## config.mk

```make
export PLATFORM = sky130hd
export DESIGN_NAME = dic_regbank
export DESIGN_NICKNAME = d
export VERILOG_FILES = /design/src/hw/dic_pkg.sv /design/src/hw/dic_regbank.sv /design/src/hw/dic_sync3.sv
export SDC_FILE = /design/constraint.sdc
export NUM_CORES = 1
export LEC_CHECK = 0
export ABC_CLOCK_PERIOD_IN_PS = 2900
export BUFFER_PORTS_ARGS = -buffer_cell sky130_fd_sc_hd__buf_2
export CAP_MARGIN = 10
export CELL_PAD_IN_SITES_DETAIL_PLACEMENT = 1
export CELL_PAD_IN_SITES_GLOBAL_PLACEMENT = 1
export CORE_AREA = 2 2 104 106
export DETAILED_ROUTE_END_ITERATION = 10
export DIE_AREA = 0 0 106 108
export PLACE_DENSITY = 0.7
export SLEW_MARGIN = 20
export SYNTH_ARGS = -nofsm -noshare
export SYNTH_HDL_FRONTEND = slang
export SYNTH_HIERARCHICAL = 1
export SYNTH_SLANG_ARGS = --single-unit
```

## constraint.sdc

```tcl
create_clock -name clk -period 2.9 [get_ports clk]
set_input_delay 0.725 -clock clk [delete_from_list [all_inputs] [get_ports clk]]
set_output_delay 0.725 -clock clk [all_outputs]
set_load 0.05 [all_outputs]
```

## src/hw/dic_pkg.sv

```systemverilog
// Purpose: constants for the bus address, soft reset and output config bank
// Assumes: 8-bit registers reached through the serial control bus slave
// Notes:   offsets are register indices on the serial control bus
package dic_pkg;
    // register offsets
    localparam logic [7:0] DIC_OFF_BUS_ADDR  = 8'h00;
    localparam logic [7:0] DIC_OFF_SOFT_RST  = 8'h01;
    localparam logic [7:0] DIC_OFF_OUT_CFG   = 8'h02;

    // own_bus_address fields
    localparam int DIC_ADDR_SRC_BIT  = 0;
    localparam int DIC_ADDR_FIELD_LO = 1;

    // soft_reset_control fields
    localparam int DIC_RST_LOGIC_BIT = 0;
    localparam int DIC_RST_FULL_BIT  = 1;

    // output_behaviour_config fields
    localparam int DIC_CFG_SLEEP_BIT = 4;
    localparam int DIC_CFG_FBCLK_BIT = 5;
    localparam int DIC_CFG_OVR_BIT   = 6;
    localparam int DIC_CFG_OE_BIT    = 7;

    // reset values
    localparam logic       DIC_ADDR_SRC_RST = 1'b0;
    localparam logic [1:0] DIC_SOFT_RST_RST = 2'h0;
    localparam logic [3:0] DIC_OUT_CFG_RST  = 4'h0;
    localparam logic       DIC_OE_DEFAULT   = 1'b1;
    localparam logic       DIC_SLEEP_DEFAULT = 1'b1;

    // cycles after reset release before the strap is taken (synchroniser depth + margin)
    localparam logic [2:0] DIC_STRAP_SETTLE = 3'h5;
    // bits per bus byte
    localparam logic [3:0] DIC_BYTE_BITS    = 4'h8;

    typedef enum logic [3:0] {
        DIC_ST_IDLE,
        DIC_ST_ADDR,
        DIC_ST_ACK_ADDR,
        DIC_ST_PTR,
        DIC_ST_ACK_PTR,
        DIC_ST_WR,
        DIC_ST_ACK_WR,
        DIC_ST_RD,
        DIC_ST_ACK_RD
    } dic_state_t;
endpackage

```

## src/hw/dic_regbank.sv

```systemverilog
// Purpose: bus address, soft reset and output config registers behind a bus slave
// Assumes: open-drain scl/sda sampled on clk; strap and lock are pins
// Notes:   register pointer auto-increments after each data byte
// Overview of operation
// [RULE_01] The own bus address sits in bits 7-1 and starts from the strap.
// [RULE_02] Bit 0 picks strap address (0) or the programmed address (1).
// [RULE_03] Writing bit 1 of the reset register resets everything and self-clears.
// [RULE_04] The full soft reset reloads strap-sourced fields from the strap.
// [RULE_05] Writing bit 0 of the reset register resets logic only and self-clears.
// [RULE_06] Config bit 6 lets the programmed enable and sleep values take effect.
// [RULE_07] Config bit 7 is output enable under override, else enable is 1.
// [RULE_08] Host software pulses the logic reset after raising output enable.
// [RULE_09] Config bit 5 with lock low puts the oscillator clock on the pixel clock.
// [RULE_10] Config bit 4 is the sleep state under override, else it is 1.
// [RULE_11] Reset bits 7-2 and config bits 3-0 are read-only zero.
// [RULE_12] Self-clearing bits are writable and return to zero after acting.
// [RULE_13] Reserved writes are dropped and reset bits read zero when done.
// [RULE_14] Power-on reset gives defaults and samples the strap at start-up.
`timescale 1ns/1ps
`default_nettype none
module dic_regbank
    import dic_pkg::*;
(
    input  wire logic       clk,
    input  wire logic       reset_n,
    input  wire logic       scl_i,
    input  wire logic       sda_i,
    output var  logic       sda_o,
    output var  logic       sda_oe,
    input  wire logic [6:0] address_strap_pin,
    input  wire logic       link_lock,
    output var  logic       digital_reset,
    output var  logic       output_enable,
    output var  logic       sleep_state_choice,
    output var  logic       fallback_clock_sel
);
    logic [9:0] sync2;
    logic [9:0] sync3;
    logic [9:0] filt_q;
    logic       scl_p_q;
    logic       sda_p_q;
    logic [6:0] strap_q;
    logic [2:0] settle_q;
    logic       strap_done_q;
    logic [6:0] bus_address_field_q;
    logic       address_source_select_q;
    logic [1:0] soft_rst_q;
    logic [3:0] cfg_q;
    dic_state_t state_q, state_d;
    logic [3:0] cnt_q, cnt_d;
    logic [7:0] shift_q, shift_d;
    logic [7:0] ptr_q, ptr_d;
    logic       rw_q, rw_d;
    logic       nack_q, nack_d;
    logic       oe_q, oe_d;
    logic       wr_en;
    logic       digital_reset_q;
    logic       output_enable_q;
    logic       sleep_q;
    logic       fbclk_q;

    // pins through three flops
    // bus lines travel inverted so the all-zero chain reset reads as an idle bus
    dic_sync3 #(.WIDTH(10)) u_sync (
        .clk      (clk),
        .reset_n  (reset_n),
        .async_in ({link_lock, address_strap_pin, ~sda_i, ~scl_i}),
        .stage2_q (sync2),
        .stage3_q (sync3)
    );

    // accept a level once stages two and three agree
    genvar b;
    generate
        for (b = 0; b < 10; b++) begin : g_filt
            always_ff @(posedge clk or negedge reset_n) begin
                if (!reset_n) begin
                    filt_q[b] <= (b < 2) ? 1'b1 : 1'b0;
                end else if (sync2[b] == sync3[b]) begin
                    filt_q[b] <= (b < 2) ? ~sync3[b] : sync3[b];
                end
            end
        end
    endgenerate

    // bus events from filtered levels
    wire       scl_f     = filt_q[0];
    wire       sda_f     = filt_q[1];
    wire [6:0] strap_f   = filt_q[8:2];
    wire       lock_f    = filt_q[9];
    wire       scl_rise  = scl_f & ~scl_p_q;
    wire       scl_fall  = ~scl_f & scl_p_q;
    wire       start_ev  = scl_f & scl_p_q & ~sda_f & sda_p_q;
    wire       stop_ev   = scl_f & scl_p_q & sda_f & ~sda_p_q;
    wire       full_rst  = soft_rst_q[DIC_RST_FULL_BIT];
    wire       byte_done = scl_fall & (cnt_q == DIC_BYTE_BITS);

    // [RULE_02] address source select
    wire [6:0] eff_addr = address_source_select_q ? bus_address_field_q : strap_q;

    // read mux, reserved bits zero
    // [RULE_11] reserved read zero
    wire [7:0] rd_data =
        (ptr_q == DIC_OFF_BUS_ADDR) ? {bus_address_field_q, address_source_select_q} :
        (ptr_q == DIC_OFF_SOFT_RST) ? {6'h00, soft_rst_q} :
        (ptr_q == DIC_OFF_OUT_CFG)  ? {cfg_q, 4'h0} : 8'h00;

    // edge history
    always_ff @(posedge clk or negedge reset_n) begin
        if (!reset_n) begin
            scl_p_q <= 1'b1;
            sda_p_q <= 1'b1;
        end else begin
            scl_p_q <= scl_f;
            sda_p_q <= sda_f;
        end
    end

    // [RULE_14] strap taken after sync settles
    always_ff @(posedge clk or negedge reset_n) begin
        if (!reset_n) begin
            settle_q     <= 3'h0;
            strap_done_q <= 1'b0;
            strap_q      <= 7'h00;
        end else if (!strap_done_q) begin
            settle_q <= settle_q + 3'h1;
            if (settle_q == DIC_STRAP_SETTLE) begin
                strap_done_q <= 1'b1;
                strap_q      <= strap_f;
            end
        end
    end

    // bus slave state machine
    always_comb begin
        state_d = state_q;
        cnt_d   = cnt_q;
        shift_d = shift_q;
        ptr_d   = ptr_q;
        rw_d    = rw_q;
        nack_d  = nack_q;
        oe_d    = oe_q;
        wr_en   = 1'b0;
        if (start_ev) begin
            state_d = DIC_ST_ADDR;
            cnt_d   = 4'h0;
            oe_d    = 1'b0;
        end else if (stop_ev) begin
            state_d = DIC_ST_IDLE;
            oe_d    = 1'b0;
        end else begin
            case (state_q)
                DIC_ST_ADDR, DIC_ST_PTR, DIC_ST_WR: begin
                    if (scl_rise) begin
                        shift_d = {shift_q[6:0], sda_f};
                        cnt_d   = cnt_q + 4'h1;
                    end
                    if (byte_done) begin
                        cnt_d = 4'h0;
                        if (state_q == DIC_ST_ADDR) begin
                            // [RULE_01] match own address
                            if (shift_q[7:1] == eff_addr) begin
                                state_d = DIC_ST_ACK_ADDR;
                                rw_d    = shift_q[0];
                                oe_d    = 1'b1;
                            end else begin
                                state_d = DIC_ST_IDLE;
                            end
                        end else if (state_q == DIC_ST_PTR) begin
                            ptr_d   = shift_q;
                            state_d = DIC_ST_ACK_PTR;
                            oe_d    = 1'b1;
                        end else begin
                            wr_en   = 1'b1;
                            state_d = DIC_ST_ACK_WR;
                            oe_d    = 1'b1;
                        end
                    end
                end
                DIC_ST_ACK_ADDR: begin
                    if (scl_fall) begin
                        if (rw_q) begin
                            state_d = DIC_ST_RD;
                            shift_d = rd_data;
                            oe_d    = ~rd_data[7];
                        end else begin
                            state_d = DIC_ST_PTR;
                            oe_d    = 1'b0;
                        end
                    end
                end
                DIC_ST_ACK_PTR, DIC_ST_ACK_WR: begin
                    if (scl_fall) begin
                        oe_d    = 1'b0;
                        state_d = DIC_ST_WR;
                        if (state_q == DIC_ST_ACK_WR) begin
                            ptr_d = ptr_q + 8'h01;
                        end
                    end
                end
                DIC_ST_RD: begin
                    if (scl_rise) begin
                        cnt_d = cnt_q + 4'h1;
                    end
                    if (byte_done) begin
                        cnt_d   = 4'h0;
                        oe_d    = 1'b0;
                        ptr_d   = ptr_q + 8'h01;
                        state_d = DIC_ST_ACK_RD;
                    end else if (scl_fall) begin
                        shift_d = {shift_q[6:0], 1'b0};
                        oe_d    = ~shift_q[6];
                    end
                end
                DIC_ST_ACK_RD: begin
                    if (scl_rise) begin
                        nack_d = sda_f;
                    end
                    if (scl_fall) begin
                        if (nack_q) begin
                            state_d = DIC_ST_IDLE;
                        end else begin
                            state_d = DIC_ST_RD;
                            shift_d = rd_data;
                            oe_d    = ~rd_data[7];
                        end
                    end
                end
                default: begin
                    state_d = DIC_ST_IDLE;
                end
            endcase
        end
    end

    // slave state registers
    always_ff @(posedge clk or negedge reset_n) begin
        if (!reset_n) begin
            state_q <= DIC_ST_IDLE;
            cnt_q   <= 4'h0;
            shift_q <= 8'h00;
            ptr_q   <= 8'h00;
            rw_q    <= 1'b0;
            nack_q  <= 1'b0;
            oe_q    <= 1'b0;
        end else begin
            state_q <= state_d;
            cnt_q   <= cnt_d;
            shift_q <= shift_d;
            ptr_q   <= ptr_d;
            rw_q    <= rw_d;
            nack_q  <= nack_d;
            oe_q    <= oe_d;
        end
    end

    // [RULE_04] strap reload on full reset
    always_ff @(posedge clk or negedge reset_n) begin
        if (!reset_n) begin
            bus_address_field_q     <= 7'h00;
            address_source_select_q <= DIC_ADDR_SRC_RST;
            cfg_q                   <= DIC_OUT_CFG_RST;
        end else if (full_rst || (!strap_done_q && settle_q == DIC_STRAP_SETTLE)) begin
            bus_address_field_q     <= full_rst ? strap_q : strap_f;
            address_source_select_q <= DIC_ADDR_SRC_RST;
            cfg_q                   <= DIC_OUT_CFG_RST;
        end else if (wr_en && ptr_q == DIC_OFF_BUS_ADDR) begin
            bus_address_field_q     <= shift_q[7:DIC_ADDR_FIELD_LO];
            address_source_select_q <= shift_q[DIC_ADDR_SRC_BIT];
        end else if (wr_en && ptr_q == DIC_OFF_OUT_CFG) begin
            // [RULE_13] reserved writes dropped
            cfg_q <= shift_q[7:4];
        end
    end

    // [RULE_12] self-clearing reset bits
    always_ff @(posedge clk or negedge reset_n) begin
        if (!reset_n) begin
            soft_rst_q <= DIC_SOFT_RST_RST;
        end else if (wr_en && ptr_q == DIC_OFF_SOFT_RST) begin
            soft_rst_q <= shift_q[1:0];
        end else begin
            soft_rst_q <= 2'h0;
        end
    end

    // [RULE_05] pulse for either bit
    // [RULE_03] logic reset pulse
    always_ff @(posedge clk or negedge reset_n) begin
        if (!reset_n) begin
            digital_reset_q <= 1'b0;
        end else begin
            digital_reset_q <= |soft_rst_q;
        end
    end

    // [RULE_07] [RULE_09] [RULE_10] defaults and fallback
    // [RULE_06] override-steered outputs
    always_ff @(posedge clk or negedge reset_n) begin
        if (!reset_n) begin
            output_enable_q <= DIC_OE_DEFAULT;
            sleep_q         <= DIC_SLEEP_DEFAULT;
            fbclk_q         <= 1'b0;
        end else begin
            output_enable_q <= cfg_q[DIC_CFG_OVR_BIT-4] ? cfg_q[DIC_CFG_OE_BIT-4] : DIC_OE_DEFAULT;
            sleep_q         <= cfg_q[DIC_CFG_OVR_BIT-4] ? cfg_q[DIC_CFG_SLEEP_BIT-4]
                                                        : DIC_SLEEP_DEFAULT;
            fbclk_q         <= cfg_q[DIC_CFG_FBCLK_BIT-4] & ~lock_f;
        end
    end

    // outputs from flops, sda_o tied low
    assign sda_o              = 1'b0;
    assign sda_oe             = oe_q;
    assign digital_reset      = digital_reset_q;
    assign output_enable      = output_enable_q;
    assign sleep_state_choice = sleep_q;
    assign fallback_clock_sel = fbclk_q;

    // checks
    full_self_clr_a: assert property (@(posedge clk) disable iff (!reset_n) // [RULE_03]
        full_rst |=> !full_rst ##1 !full_rst) else $error("full reset bit stuck");
    strap_reload_a: assert property (@(posedge clk) disable iff (!reset_n) // [RULE_04]
        full_rst |=> bus_address_field_q == strap_q && !address_source_select_q)
        else $error("strap not reloaded");
    logic_keep_a: assert property (@(posedge clk) disable iff (!reset_n) // [RULE_05]
        soft_rst_q == 2'h1 |=> $stable(cfg_q) && $stable(bus_address_field_q) && digital_reset_q)
        else $error("logic reset touched registers");
    addr_src_a: assert property (@(posedge clk) disable iff (!reset_n) // [RULE_02]
        wr_en && ptr_q == DIC_OFF_BUS_ADDR && shift_q[0] |=> eff_addr == $past(shift_q[7:1]))
        else $error("programmed address not used");
    oe_force_a: assert property (@(posedge clk) disable iff (!reset_n) // [RULE_07]
        !cfg_q[2] |=> output_enable_q) else $error("enable not forced high");
    oe_ovr_a: assert property (@(posedge clk) disable iff (!reset_n) // [RULE_06]
        cfg_q[2] |=> output_enable_q == $past(cfg_q[3])) else $error("enable override lost");
    sleep_ovr_a: assert property (@(posedge clk) disable iff (!reset_n) // [RULE_10]
        1'b1 |=> sleep_q == ($past(cfg_q[2]) ? $past(cfg_q[0]) : 1'b1))
        else $error("sleep select wrong");
    fb_clock_a: assert property (@(posedge clk) disable iff (!reset_n) // [RULE_09]
        1'b1 |=> fbclk_q == ($past(cfg_q[1]) && !$past(lock_f))) else $error("fallback clock");
    rsvd_zero_a: assert property (@(posedge clk) disable iff (!reset_n) // [RULE_11]
        rd_data[3:0] == 4'h0 || ptr_q == DIC_OFF_BUS_ADDR || ptr_q == DIC_OFF_SOFT_RST)
        else $error("reserved bits not zero");
    rst_read_zero_a: assert property (@(posedge clk) disable iff (!reset_n) // [RULE_13]
        |soft_rst_q |=> soft_rst_q == 2'h0 || $past(wr_en)) else $error("reset bit not cleared");
    pulse_once_a: assert property (@(posedge clk) disable iff (!reset_n) // [RULE_12]
        $rose(digital_reset_q) |=> !digital_reset_q) else $error("reset pulse too long");
endmodule
`default_nettype wire

```

## src/hw/dic_sync3.sv

```systemverilog
// Purpose: three-stage synchroniser for pin inputs
// Assumes: inputs are asynchronous to clk
// Notes:   stage one feeds only stage two; callers compare stages two and three
`timescale 1ns/1ps
`default_nettype none
module dic_sync3 #(
    parameter int WIDTH = 1
) (
    input  wire logic             clk,
    input  wire logic             reset_n,
    input  wire logic [WIDTH-1:0] async_in,
    output var  logic [WIDTH-1:0] stage2_q,
    output var  logic [WIDTH-1:0] stage3_q
);
    logic [WIDTH-1:0] stage1_q;

    // one chain per bit
    genvar i;
    generate
        for (i = 0; i < WIDTH; i++) begin : g_bit
            always_ff @(posedge clk or negedge reset_n) begin
                if (!reset_n) begin
                    stage1_q[i] <= 1'b0;
                    stage2_q[i] <= 1'b0;
                    stage3_q[i] <= 1'b0;
                end else begin
                    stage1_q[i] <= async_in[i];
                    stage2_q[i] <= stage1_q[i];
                    stage3_q[i] <= stage2_q[i];
                end
            end
        end
    endgenerate
endmodule
`default_nettype wire

```

==> key figures <==
Placement
  • Port Buffers: 16
  • Placement Cell Area: 4810 um2
  • Detail Placement HPWL: 7.19 mm
  • Routability-driven placement congestion ratio: 0.863

Synth
  • Syn Std Cell Area: 4570 um2
  • Yosys Warn Count: 6
  • Yosys top cell by area: dfrtp_1
  • Post-synth top cells: dfrtp_1, o21ai_0, nand2_1
  • Most common cell in the synthesized netlist: dfrtp_1
  • Post-synthesis sequential area ratio: 0.538
  • Area contributors post-synth: dfrtp_1, mux2i_1, mux2_2, dfstp_2, o21ai_0
  • Syn_area_per_cell: 11.3 um2
  • Mapped Cells: 404
  • Synth cell types: 60
  • Main synth FF type: dfrtp_1
  • Synth Register Bits: 98
  • Post-synth EDFFs: 0
  • Post-synthesis async set-or-reset flop share: 1.00
  • Syn_nets: 424
  • Post-synth top area share: 0.504

Drt
  • Overall routed net length: 10.2 mm
  • First DRT Iteration DRCs: 201
  • Pre-antenna DRT Iters: 4
  • Drt drc: 0
  • Routed len/inst: 18.2 um
  • Total number of vias: 3155
  • Post-DRT Antenna Nets: 0
  • Vias per cell: 5.61

Flow run
  • Total of max-cap violations: 0

GRT
  • GRT Total Usage: 0.197
  • Largest net degree at the start of global routing: 48
  • Vias in the first global route: 3317
  • Initial antenna violation count: 0
  • First-pass GRT wire length: 17.3 mm
  • GRT overflow: 0

Worst hold path
  • Hold Crit Class: in2async

Pwr
  • Power per cell area: 820 nW/um2
  • Max VDD drop: 0.488 mV
  • Leak: 2.21 nW

Worst setup path
  • Startpoint Class: register
  • Required @ worst endpoint: 3.15 ns
  • Cell family contributing the most delay on the critical path: simple AND/OR/NAND/NOR gates
  • Slowest CP cell: or4_4
  • Max incr delay on CP: 0.54 ns
  • Arrival @ worst endpoint: 2.60 ns
  • CP Cell Sequence: or4_4, nor4_1, nand4_1, nand2b_1, mux2_2
  • Critical path type: reg2reg
  • CP Buf/Inv Count: 0
  • Worst setup EP type: register
  • Worst Path Max Fanout: 7

Floorplanning
  • Initial core utilization: 0.447
  • Io pins: 18
  • Number of core rows: 37
  • Die outline height: 108 um
  • Core Footprint: 10200 um2
  • Die width: 106 um
  • DIE AREA: 11400 um2

Clock tree
  • Hold_buf cts: 0
  • Worst-skew pair later-pin latency: 0.38 ns
  • Postcts setup bufs: 0
  • Reg clk slew, reported paths: 0.10 ns
  • H-tree Lvls: 3
  • Inserted Clock Buffers: 9
  • Clock sink count: 98
  • Longest Clk Path Bufs: 2
  • CTS-repair resized insts: 0
  • Root Driver: clkbuf_8
  • TritonCTS clock tree: built

Finish
  • Antenna cells: 0
  • Final design instance area without fill: 5040 um2
  • Final net count: 441
  • Synth-to-Final Area Change: 10.2%
  • Layout cells sized above 1: 0.183
  • Fillcell total: 1113

Timing
  • Tcrit/Tclk final: 0.808
  • Fmax: 0.427 GHz
  • Post-layout min period: 2.34 ns
  • Worst-Margin Slew: 0.683 ns
  • RSZ-0062 raised after global routing: false
  • Worst Skew: 0.0150 ns
  • Setup_tns: 0 ns
  • Fin. max-slew vios: 0
  • Finish-stage setup viols: 0
  • Final Hold Fails: 0
  • Worst rel slew slack: 0.541

Outcome
  • Status: finished, final reports clean
metrics by stage:
stage	setup WS (ns)	instances	power (W)	utilization	hold WS [ns]
after floorplan	0.820	404	0.00276	-	0.331
after global placement	0.659	546	0.00308	0.470	0.332
after detailed placement	0.574	546	0.00314	0.470	0.337
after CTS	0.555	562	0.00417	0.492	0.231
after global routing	0.408	562	0.00440	0.492	0.229
final	0.556	562	0.00413	0.492	0.233
worst reg2reg max path: cells and delay by family (launching register included):
kind / cells / cell delay [ns]
AND/OR/NAND/NOR: 4 / 1.40
flip-flops: 1 / 0.44
multiplexers: 1 / 0.39
layout by cell type, fill, tap and decap left out, types with 3 or more instances in the layout:
| cell type | n |
|---|---|
| nand3_1 | 14 |
| mux2_2 | 20 |
| dfrtp_1 | 92 |
| inv_1 | 17 |
| dfstp_2 | 6 |
| buf_2 | 15 |
| o31ai_1 | 4 |
| nand3b_1 | 3 |
| ha_1 | 8 |
| or2_2 | 4 |
| o22ai_1 | 4 |
| clkbuf_8 | 10 |
| and3_1 | 6 |
| a21oi_1 | 17 |
| o21a_1 | 4 |
| a2bb2oi_1 | 4 |
| nand2b_1 | 12 |
| a211o_1 | 5 |
| nand2_1 | 26 |
| nor2_1 | 13 |
| o21ai_0 | 29 |
| nor2b_1 | 7 |
| nand4_1 | 3 |
| maj3_1 | 8 |
| xnor2_1 | 10 |
| a222oi_1 | 4 |
| nor3_1 | 4 |
| buf_4 | 9 |
| mux2i_1 | 25 |
kinds of logic (layout without fill, tap and decap cells):
group / Yosys count / in the layout / synth area share
muxes: 45 / 45 / 0.104
and+or+nand+nor: 104 / 104 / 0.126
adders and majority gates: 16 / 16 / 0.0394
other: 1 / 1 / 0.000820
xor gates and xnor gates: 11 / 11 / 0.0211
DFF: 98 / 98 / 0.538
buffers and inverters: 36 / 58 / 0.0337
AOI/OAI and AO/OA: 93 / 93 / 0.137
registers in the layout, summed over array words and instances (netlist names), 2 cells and up:
signal,cells
bus_address_field_q,7
cfg_q,4
cnt_q,4
filt_q,7
ptr_q,8
settle_q,3
shift_q,8
soft_rst_q,2
state_q,4
strap_q,7
u_sync/stage1_q,10
u_sync/stage2_q,10
u_sync/stage3_q,10
power breakdown:
part	switching, W	internal [W]	total (W)
Clock	0.000493	0.000513	0.00101
Combinational	0.000694	0.000545	0.00124
Sequential	0.000320	0.00157	0.00188
Total	0.00151	0.00262	0.00413
per-layer routing:
| metal | wire length (um) | GRT usage | up-vias |
|---|---|---|---|
| li1 | - | - | 1480 |
| met1 | 4660 | 0.254 | 1625 |
| met2 | 5080 | 0.331 | 38 |
| met3 | 321 | 0.0464 | 12 |
| met4 | 161 | 0.0648 | 0 |
| met5 | 0 | 0 | - |
cell type report:
cell class	instances	area [um2]	share of cell area
sequential	98	2460	0.488
multi-input combinational	270	1960	0.388
tap	136	170	0.0338
timing repair buffer	25	163	0.0323
clock buffer	10	138	0.0273
clock inverter	6	87.6	0.0174
inverter	17	63.8	0.0127
final timing paths:
kind / slack [ns] / depth (start not counted) / end / startpoint
max: 0.56 / 5 / bus_address_field_q[1]$_DFFE_PN0P_ / ptr_q[4]$_DFFE_PN0P_
min in group clk: 0.36 / 0 / u_sync/stage2_q[1]$_DFF_PN0_ / u_sync/stage1_q[1]$_DFF_PN0_
min reg2reg: 0.36 / 0 / u_sync/stage2_q[1]$_DFF_PN0_ / u_sync/stage1_q[1]$_DFF_PN0_
min: 0.23 / 1 / cnt_q[0]$_DFFE_PN0P_ / reset_n
max reg2reg: 0.56 / 5 / bus_address_field_q[1]$_DFFE_PN0P_ / ptr_q[4]$_DFFE_PN0P_
max in group asynchronous: 1.95 / 2 / sda_f$_DFFE_PN1N_ / reset_n
No activity file was read; power rests on OpenSTA's default activity.
